`src/smpc_pkg.sv`:
```
// Package: register map, field layout and types of the serial master port
package smpc_pkg;

	// ============================================================
	// Register offsets
	localparam logic [7:0] A_FC    = 8'h00;
	localparam logic [7:0] A_NDF   = 8'h04;
	localparam logic [7:0] A_EN    = 8'h08;
	localparam logic [7:0] A_CW    = 8'h0c;
	localparam logic [7:0] A_SEL   = 8'h10;
	localparam logic [7:0] A_DIV   = 8'h14;
	localparam logic [7:0] A_TFT   = 8'h18;
	localparam logic [7:0] A_DATA  = 8'h60;
	localparam logic [7:0] A_STAT  = 8'h64;
	localparam logic [7:0] A_ISTAT = 8'h68;
	localparam logic [7:0] A_IMASK = 8'h6c;

	// ============================================================
	// Field positions
	localparam int FC_SELECT_TOGGLE_BETWEEN_FRAMES     = 24;
	localparam int FC_CFS_LSB  = 12;
	localparam int FC_TRANSFER_DIRECTION_LSB = 8;
	localparam int FC_CLOCK_IDLE_LEVEL     = 7;
	localparam int FC_CLOCK_SAMPLE_PHASE     = 6;
	localparam int FC_FRF_LSB  = 4;
	localparam int FC_DFS_LSB  = 0;
	localparam int CW_HS       = 2;
	localparam int CW_DD       = 1;
	localparam int CW_CONT     = 0;
	localparam int ST_BUSY     = 0;
	localparam int ST_LVL_LSB  = 4;
	localparam int I_TXTHR     = 0;
	localparam int I_DONE      = 1;
	localparam int I_OVF       = 2;
	localparam int IRQW        = 3;

	// ============================================================
	// Reset values, masks and encodings
	localparam logic [31:0] FC_RST   = 32'h0100_0007;
	localparam logic [31:0] FC_WMASK = 32'h0100_f3ff;
	localparam logic [1:0]  TM_BOTH  = 2'h0;
	localparam logic [1:0]  TM_TX    = 2'h1;
	localparam logic [1:0]  TM_RX    = 2'h2;
	localparam logic [1:0]  FRF_SPI  = 2'h0;
	localparam logic [1:0]  FRF_SSP  = 2'h1;
	localparam logic [1:0]  FRF_CW   = 2'h2;
	localparam logic [2:0]  SS_OFF   = 3'h7;
	localparam logic [15:0] DIV_MIN  = 16'h0002;
	localparam int          FIFO_AW  = 2;
	localparam logic [2:0]  FIFO_DEPTH = 3'h4;

	// ============================================================
	// Types
	typedef struct packed {
		logic [7:0]  addr;
		logic [31:0] wdata;
		logic        wr;
		logic        rd;
	} smpc_bus_type;

	typedef enum logic [2:0] {
		S_IDLE   = 3'b000,
		S_FETCH  = 3'b001,
		S_START  = 3'b010,
		S_SYNC   = 3'b011,
		S_SHIFT  = 3'b100,
		S_HSWAIT = 3'b101,
		S_GAP    = 3'b110
	} smpc_st_type;

	// Length field to bit count: value plus one
	function automatic logic [4:0] smpc_len(input logic [3:0] v);
		smpc_len = {1'b0, v} + 5'h01;
	endfunction : smpc_len

endpackage : smpc_pkg

```
`src/smpc_mem.sv`:
```
// Transmit queue storage with registered read data
`timescale 1ns/1ns
`default_nettype none

module smpc_mem
	import smpc_pkg::*;
(
	input  wire logic               mclk,
	input  wire logic               rstn,
	input  wire logic               ce,
	input  wire logic               wr_en,
	input  wire logic [FIFO_AW-1:0] wr_addr,
	input  wire logic [31:0]        wr_data,
	input  wire logic [FIFO_AW-1:0] rd_addr,
	output logic [31:0]             rd_data
);

	typedef struct packed {
		logic [(1<<FIFO_AW)-1:0][31:0] mem;
		logic [31:0]                   rd;
	} smpc_mem_state_type;

	smpc_mem_state_type s;
	smpc_mem_state_type n;

	always_comb begin
		n = s;
		n.rd = s.mem[rd_addr];
		if (wr_en) begin
			n.mem[wr_addr] = wr_data;
		end
	end

	always_ff @(posedge mclk or negedge rstn) begin
		if (!rstn) begin
			s <= '0;
		end else if (ce) begin
			s <= n;
		end
	end

	assign rd_data = s.rd;

endmodule : smpc_mem
`default_nettype wire

```
`src/smpc_top.sv`:
```
// Serial master port: configuration registers, transmit queue and shift engine
//
// Our own choice: strobed register access.
`timescale 1ns/1ns
`default_nettype none


module smpc_top
	import smpc_pkg::*;
(
	input  wire logic         mclk,
	input  wire logic         rstn,
	input  wire logic         ce,
	input  wire smpc_bus_type bus,
	output logic [31:0]       rd_data,
	input  wire logic         miso,
	output logic              sclk,
	output logic              mosi,
	output logic [2:0]        slave_select_line_n,
	output logic              irq
);

	// ============================================================
	// State
	typedef struct packed {
		logic [31:0]     fc;
		logic [15:0]     receive_frame_count;
		logic            en;
		logic [2:0]      mw;
		logic [2:0]      sel;
		logic [15:0]     div;
		logic [1:0]      tx_interrupt_level;
		logic [IRQW-1:0] istat;
		logic [IRQW-1:0] imask;
		smpc_st_type     st;
		logic [15:0]     cnt;
		logic [4:0]      bidx;
		logic            ctl_ph;
		logic [15:0]     left;
		logic [31:0]     ent;
		logic [15:0]     rxsh;
		logic [15:0]     rxd;
		logic [1:0]      tk;
		logic [2:0]      wp;
		logic [2:0]      rp;
		logic            sclk;
		logic            mosi;
		logic [2:0]      slave_select_line;
		logic [31:0]     rdata;
		logic            irq;
		logic [1:0]      miso_sy;
	} smpc_state_type;

	smpc_state_type s;
	smpc_state_type n;

	// ============================================================
	// Decoded configuration
	logic        clock_idle_level;
	logic        clock_sample_phase;
	logic        select_toggle_between_frames;
	logic [1:0]  transfer_direction;
	logic [1:0]  frame_format_select;
	logic [4:0]  dlen;
	logic [4:0]  clen;
	logic [15:0] half;
	logic [2:0]  level;
	logic        rx_only;
	logic        quiet;
	logic        room;
	logic        push;
	logic        miso_s;
	logic [31:0] mem_rd;

	assign clock_idle_level    = s.fc[FC_CLOCK_IDLE_LEVEL];
	assign clock_sample_phase    = s.fc[FC_CLOCK_SAMPLE_PHASE];
	assign select_toggle_between_frames    = s.fc[FC_SELECT_TOGGLE_BETWEEN_FRAMES];
	assign transfer_direction    = s.fc[FC_TRANSFER_DIRECTION_LSB +: 2];
	assign frame_format_select     = s.fc[FC_FRF_LSB +: 2];
	assign dlen    = smpc_len(s.fc[FC_DFS_LSB +: 4]);
	assign clen    = smpc_len(s.fc[FC_CFS_LSB +: 4]);
	assign half    = s.div >> 1;
	assign level   = s.wp - s.rp;
	assign rx_only = transfer_direction == TM_RX;
	// Transmit side idles low when its data is not valid
	assign quiet   = rx_only || (frame_format_select == FRF_CW && !s.mw[CW_DD]);
	assign room    = level != FIFO_DEPTH;
	assign push    = bus.wr && bus.addr == A_DATA && s.en && room;
	assign miso_s  = s.miso_sy[1];

	// Bit to drive: control word sits in the upper half of an entry
	function automatic logic f_txbit(
		input logic [31:0] ent,
		input logic [4:0]  idx,
		input logic        ctl,
		input logic        q
	);
		f_txbit = (q && !ctl) ? 1'b0 : ent[{ctl, idx[3:0]}];
	endfunction : f_txbit

	// ============================================================
	// Transmit queue storage
	smpc_mem u_mem (
		.mclk    (mclk),
		.rstn    (rstn),
		.ce      (ce),
		.wr_en   (push),
		.wr_addr (s.wp[FIFO_AW-1:0]),
		.wr_data (bus.wdata),
		.rd_addr (s.rp[FIFO_AW-1:0]),
		.rd_data (mem_rd)
	);

	// ============================================================
	// Next state
	logic        lead;
	logic        trail;
	logic        last;
	logic        more;
	logic        gap_hi;
	logic [31:0] ent_new;
	logic [31:0] stat_v;

	always_comb begin
		n = s;
		n.rdata = '0;
		n.miso_sy = {s.miso_sy[0], miso};
		// Sample edge is taken two cycles late, matching the synchroniser delay
		n.tk = {s.tk[0], 1'b0};
		n.rxsh = s.tk[1] ? {s.rxsh[14:0], miso_s} : s.rxsh;
		lead = s.cnt == half - 16'h0001;
		trail = s.cnt == s.div - 16'h0001;
		last = s.bidx == 5'h00 && !s.ctl_ph;
		ent_new = rx_only ? s.ent : mem_rd;
		// Phase-0 SPI frames with select toggle deselect; control-word single mode deselects
		gap_hi = (frame_format_select == FRF_SPI && !clock_sample_phase && select_toggle_between_frames)
			|| (frame_format_select == FRF_CW && !s.mw[CW_CONT]);
		more = rx_only ? s.left != 16'h0000
			: (level != 3'h0 && (frame_format_select != FRF_CW || s.mw[CW_CONT]));
		stat_v = '0;
		stat_v[ST_LVL_LSB +: 3] = level;
		stat_v[ST_BUSY] = s.st != S_IDLE;

		// ========================================================
		// Register writes
		if (bus.wr) begin
			case (bus.addr)
				A_FC: begin
					if (!s.en) begin
						n.fc = bus.wdata & FC_WMASK;
					end
				end
				A_NDF: begin
					if (!s.en) begin
						n.receive_frame_count = bus.wdata[15:0];
					end
				end
				A_EN: begin
					n.en = bus.wdata[0];
				end
				A_CW: begin
					if (!s.en) begin
						n.mw = bus.wdata[2:0];
					end
				end
				A_SEL: begin
					n.sel = bus.wdata[2:0];
				end
				A_DIV: begin
					if (!s.en) begin
						n.div = bus.wdata[15:0];
					end
				end
				A_TFT: begin
					n.tx_interrupt_level = bus.wdata[1:0];
				end
				A_DATA: begin
					if (push) begin
						n.wp = s.wp + 3'h1;
					end else if (s.en) begin
						n.istat[I_OVF] = 1'b1;
					end
				end
				A_ISTAT: begin
					n.istat = n.istat & ~bus.wdata[IRQW-1:0];
				end
				A_IMASK: begin
					n.imask = bus.wdata[IRQW-1:0];
				end
				default: begin
				end
			endcase
		end

		// ========================================================
		// Register reads, answer in the next cycle only
		if (bus.rd) begin
			case (bus.addr)
				A_FC:    n.rdata = s.fc;
				A_NDF:   n.rdata = {16'h0000, s.receive_frame_count};
				A_EN:    n.rdata = {31'h0, s.en};
				A_CW:    n.rdata = {29'h0, s.mw};
				A_SEL:   n.rdata = {29'h0, s.sel};
				A_DIV:   n.rdata = {16'h0000, s.div};
				A_TFT:   n.rdata = {30'h0, s.tx_interrupt_level};
				A_DATA:  n.rdata = {16'h0000, s.rxd};
				A_STAT:  n.rdata = stat_v;
				A_ISTAT: n.rdata = {29'h0, s.istat};
				A_IMASK: n.rdata = {29'h0, s.imask};
				default: n.rdata = '0;
			endcase
		end

		// ========================================================
		// Shift engine
		case (s.st)
			S_IDLE: begin
				n.sclk = clock_idle_level;
				n.slave_select_line = SS_OFF;
				n.left = (s.receive_frame_count == 16'h0000) ? 16'h0001 : s.receive_frame_count;
				// Divider below two cannot make both clock edges
				if (s.en && s.div >= DIV_MIN && level != 3'h0) begin
					n.st = S_FETCH;
				end
			end
			S_FETCH: begin
				// Receive-only: the queued word is just a start trigger
				if (rx_only) begin
					n.rp = s.rp + 3'h1;
				end
				n.st = S_START;
			end
			S_START: begin
				if (!rx_only) begin
					n.ent = mem_rd;
					n.rp = s.rp + 3'h1;
				end
				n.rxsh = '0;
				n.cnt = '0;
				n.sclk = clock_idle_level;
				n.ctl_ph = frame_format_select == FRF_CW;
				n.bidx = (frame_format_select == FRF_CW) ? clen - 5'h01 : dlen - 5'h01;
				n.slave_select_line = ~s.sel;
				n.mosi = f_txbit(ent_new, n.bidx, n.ctl_ph, quiet);
				n.st = (frame_format_select == FRF_SSP) ? S_SYNC : S_SHIFT;
			end
			S_SYNC: begin
				// One clock period of frame pulse ahead of the data
				n.cnt = s.cnt + 16'h0001;
				if (trail) begin
					n.cnt = '0;
					n.slave_select_line = SS_OFF;
					n.st = S_SHIFT;
				end
			end
			S_SHIFT: begin
				n.cnt = s.cnt + 16'h0001;
				if (lead) begin
					n.sclk = ~s.sclk;
					if (!clock_sample_phase && !s.ctl_ph) begin
						n.tk[0] = 1'b1;
					end else if (clock_sample_phase) begin
						n.mosi = f_txbit(s.ent, s.bidx, s.ctl_ph, quiet);
					end
				end
				if (trail) begin
					n.sclk = ~s.sclk;
					n.cnt = '0;
					n.tk[0] = clock_sample_phase && !s.ctl_ph;
					if (last) begin
						n.istat[I_DONE] = 1'b1;
						if (rx_only) begin
							n.left = s.left - 16'h0001;
						end
						if (frame_format_select == FRF_CW && s.mw[CW_HS] && s.mw[CW_DD]) begin
							n.st = S_HSWAIT;
						end else begin
							n.st = S_GAP;
						end
					end else begin
						if (s.bidx == 5'h00) begin
							n.ctl_ph = 1'b0;
							n.bidx = dlen - 5'h01;
						end else begin
							n.bidx = s.bidx - 5'h01;
						end
						if (!clock_sample_phase) begin
							n.mosi = f_txbit(s.ent, n.bidx, n.ctl_ph, quiet);
						end
					end
				end
			end
			S_HSWAIT: begin
				// Slave raises its output line when it has taken the word
				if (miso_s) begin
					n.st = S_GAP;
				end
			end
			S_GAP: begin
				n.cnt = s.cnt + 16'h0001;
				if (gap_hi) begin
					n.slave_select_line = SS_OFF;
				end
				if (trail) begin
					n.cnt = '0;
					// Last delayed sample has landed by now
					n.rxd = (transfer_direction != TM_TX && !(frame_format_select == FRF_CW && s.mw[CW_DD])) ? n.rxsh : s.rxd;
					if (!more) begin
						n.st = S_IDLE;
						n.slave_select_line = SS_OFF;
					end else if (rx_only) begin
						n.st = S_START;
					end else begin
						n.st = S_FETCH;
					end
				end
			end
			default: begin
				n.st = S_IDLE;
			end
		endcase

		// ========================================================
		// Disable: stop at once, flush the queue
		if (!s.en) begin
			n.st = S_IDLE;
			n.sclk = clock_idle_level;
			n.slave_select_line = SS_OFF;
			n.wp = '0;
			n.rp = '0;
		end

		// ========================================================
		// Interrupts: hardware set wins over a same-cycle clear
		if (n.wp - n.rp <= {1'b0, s.tx_interrupt_level}) begin
			n.istat[I_TXTHR] = 1'b1;
		end
		n.irq = |(n.istat & n.imask);
	end

	// ============================================================
	// Registers
	always_ff @(posedge mclk or negedge rstn) begin
		if (!rstn) begin
			s <= '0;
			s.fc <= FC_RST;
			s.slave_select_line <= SS_OFF;
		end else if (ce) begin
			s <= n;
		end
	end

	assign rd_data             = s.rdata;
	assign sclk                = s.sclk;
	assign mosi                = s.mosi;
	assign slave_select_line_n = s.slave_select_line;
	assign irq                 = s.irq;

endmodule : smpc_top
`default_nettype wire

```
`config.mk`:
```
export PLATFORM = sky130hd
export DESIGN_NAME = smpc_top
export DESIGN_NICKNAME = d
export VERILOG_FILES = /design/src/smpc_pkg.sv /design/src/smpc_mem.sv /design/src/smpc_top.sv
export SDC_FILE = /design/constraint.sdc
export NUM_CORES = 1
export LEC_CHECK = 0
export BUFFER_PORTS_ARGS = -buffer_cell sky130_fd_sc_hd__buf_4
export CAP_MARGIN = 20
export CORE_ASPECT_RATIO = 0.75
export CORE_MARGIN = 2
export CORE_UTILIZATION = 40
export CTS_CLUSTER_DIAMETER = 80
export DETAILED_ROUTE_END_ITERATION = 8
export GPL_TIMING_DRIVEN = 1
export PLACE_DENSITY = 0.54
export SLEW_MARGIN = 20
export SYNTH_ARGS = -nofsm -noshare
export SYNTH_HDL_FRONTEND = slang
export SYNTH_SLANG_ARGS = --single-unit
export TNS_END_PERCENT = 50
```
`constraint.sdc`:
```
create_clock -name mclk -period 5.88 [get_ports mclk]
set_input_delay 1.47 -clock mclk [delete_from_list [all_inputs] [get_ports mclk]]
set_output_delay 1.47 -clock mclk [all_outputs]
set_load 0.02 [all_outputs]
```
==> impl_metrics.json <==
{
  "finClkSkew_ns": 0.02577,
  "min-delay-start": "rd_data[0]",
  "fmax_mhz": 224.7,
  "finalPower_mw": 5.411,
  "yosysWarnings": 0,
  "slew_headroom_pct": 32.04,
  "crit_required_ns": 6.29,
  "synth.most_common_cell": "dfrtp_1",
  "critPathMaxFanout": 17,
  "die_area_mm2": 0.04986,
  "p_per_area_mw_per_mm2": 251.8,
  "cts_tree": "done",
  "die_y_um": 193.9,
  "netlist_instances": 1640,
  "status": "complete, no violations",
  "rr_worst_depth": 16,
  "fill_cells": 4390,
  "clk_path_buf_depth": 3,
  "start_util_pct": 40.57,
  "grt_pass1_wl_mm": 82.53,
  "antenna_found_initial": 0,
  "grt_pass1_vias": 13630,
  "setup_violations": 0,
  "gp_congestion": 0.8734,
  "min_to": "rd_data[0]",
  "crit_path_start_kind": "input pin",
  "busiest_layer": "met2",
  "root_buffer": "clkbuf_16",
  "avgSynthCellArea_um2": 11.73,
  "finalNetCount": 1717,
  "hold_depth": 1,
  "synthArstFlopShare_pct": 100.0,
  "synth_area_leaders": "dfrtp_1, mux2_2, mux4_2, mux2i_1, nand2_1",
  "slew_violations": 0,
  "period_needed_ns": 4.451,
  "io_buffers": 68,
  "ctsHoldBuffers": 0,
  "gr-total-overflow": 0,
  "leakagePower_nw": 9.842,
  "ir_worst_vdd_v": 0.0001997,
  "cts_buffers": 38,
  "synth_ff_type": "dfrtp_1",
  "grt_setup_unrepaired": "no",
  "antenna_cells": 0,
  "detail-route-antenna-nets": 0,
  "crit_chain": "buf_4 -> or4_1 -> nor2_1 -> buf_4 -> nand4_1 -> nor2_1 -> o21ai_0 -> ha_1 -> fa_1 -> inv_1 -> ha_1 -> nor2b_1 -> o21ai_0 -> a32oi_1 -> nor2_1 -> o32a_1",
  "coreArea_mm2": 0.04740,
  "synthToLayoutAreaGrowth_pct": 11.76,
  "cpMostUsedCell": "nor2_1",
  "die_width_um": 257.2,
  "num_vias": 13570,
  "synth-seq-cells": 360,
  "yosysTopAreaCellShare_pct": 45.94,
  "worst_pin_slew_ns": 0.9911,
  "max_stage_delay_ns": 0.63,
  "grt_util_met2_pct": 31.70,
  "seq_area_frac_synth_pct": 46.89,
  "ctsResizeCount": 0,
  "utilization_pct": 45.34,
  "syn_area_mm2": 0.01923,
  "setup_tns_ns": 0,
  "drc": 0,
  "whs_ns": 0.4815,
  "row_count": 69,
  "htreeDepth": 2,
  "post_drt_wl_per_cell_um": 22.67,
  "clock_sinks": 360,
  "grt_max_degree": 124,
  "clk_pin_slew_worst_paths_ns": 0.06,
  "end_kind": "flip-flop",
  "netlist_top_cells_count": "dfrtp_1, mux2_2, nand2_1",
  "ff2ff_setup_slack_ns": 1.60,
  "dp_hpwl_mm": 36.29,
  "met3_usage_pct": 4.706,
  "insertion_delay_ns": 0.55,
  "cp_slowest_cell": "or4_1",
  "arrival_ns": 4.86,
  "drt_wl_total_mm": 52.63,
  "r2r_start": "s[43]",
  "firstDrtPassIters": 6,
  "drv_cap": 0,
  "period_share_pct": 75.69,
  "synth_cell_type_count": 89,
  "min_path_type": "flip-flop to flip-flop",
  "worstSetupPathType": "input pin to flip-flop",
  "boundaryPins": 84,
  "synth_edf_count": 0,
  "grt.total_usage_pct": 21.14,
  "timing.final.hold_violations": 0,
  "grtUsageMet1_pct": 31.16,
  "drive_gt1_share_pct": 30.36,
  "viasPerCell": 5.845,
  "r2r_end": "irq",
  "yosysTopAreaCell": "dfrtp_1",
  "drtIter0Drc": 1170,
  "post-cts-setup-buffers": 0
}
## critical path, delay by kind of cell
| kind | cells | cell delay, ns |
|---|---|---|
| adder cells (fa/ha/maj) | 3 | 0.99 |
| AO/OA/AOI/OAI | 4 | 0.69 |
| buffers and inverters | 3 | 0.43 |
| AND/OR/NAND/NOR | 6 | 1.27 |
## power by group
part           total [mW]  switching [mW]  internal (mW)  leakage (nW)
clock                2.46            1.01           1.45         0.631
sequential           2.56          0.0517           2.51          4.96
combinational       0.390           0.252          0.138          4.25
total                5.41            1.32           4.09          9.84
## worst max-delay path by stage
stage	from	end	cells past startpoint
after global placement	bus[35]	irq	16
final	bus[35]	irq	16
after detailed placement	bus[35]	irq	16
after floorplan	bus[35]	irq	15
after CTS	bus[35]	irq	16
after global routing	bus[35]	irq	16
## per-stage QoR
step | cell area [um^2] | worst slack (ns) | instances
after detailed placement | 20210 | 0.9202 | 2253
after floorplan | 19280 | 1.297 | 1654
after global routing | 21490 | 1.174 | 2322
after global placement | 20210 | 0.9209 | 2253
final | 21490 | 1.429 | 2322
after CTS | 21480 | 1.459 | 2322
## registers in the layout, summed over array words and instances (netlist names)
register / count
s: 155
u_mem.s: 128
u_mem.rd_data: 32
rd_data: 17
half: 15
slave_select_line_n: 3
frame_format_select: 2
n: 2
clock_idle_level: 1
clock_sample_phase: 1
irq: 1
miso_s: 1
mosi: 1
sclk: 1
## placed cells by master, fill, tap and decap left out, types with 30 or more instances in the layout
master and count:
a21oi_1 51, a22o_1 30, buf_4 99, clkbuf_16 41
dfrtp_1 352, inv_1 38, mux2_2 262, mux2i_1 48
mux4_2 57, nand2_1 103, nand3_1 38, nor2_1 70
nor3_1 35, o21ai_0 74
## layer usage
layer | part of all wire (%) | vias to the layer above
met1 | 46 | 6992
met2 | 44 | 403
met4 | 2.0 | 0
li1 | - | 6116
met3 | 7.1 | 60
met5 | 0 | -
## logic make-up after synthesis
| logic type | synth area share, % |
|---|---|
| simple gates | 9.688 |
| flops | 46.89 |
| compound gates | 11.15 |
| other cells | 0.01950 |
| mux | 24.59 |
| xor+xnor | 2.154 |
| buf+inv | 4.320 |
| fa+ha+maj | 1.184 |
## final cells by class
| cell class | instances | area (um^2) | area share (%) |
|---|---|---|---|
| Sequential cell | 360 | 9019 | 41.97 |
| Timing Repair Buffer | 102 | 798.3 | 3.714 |
| Multi-Input combinational cell | 1114 | 9463 | 44.03 |
| Inverter | 38 | 142.6 | 0.6637 |
| Tap cell | 639 | 799.5 | 3.720 |
| Clock buffer | 58 | 1160 | 5.397 |
| Clock inverter | 11 | 108.9 | 0.5065 |
Power figures use the tool's default switching activity.
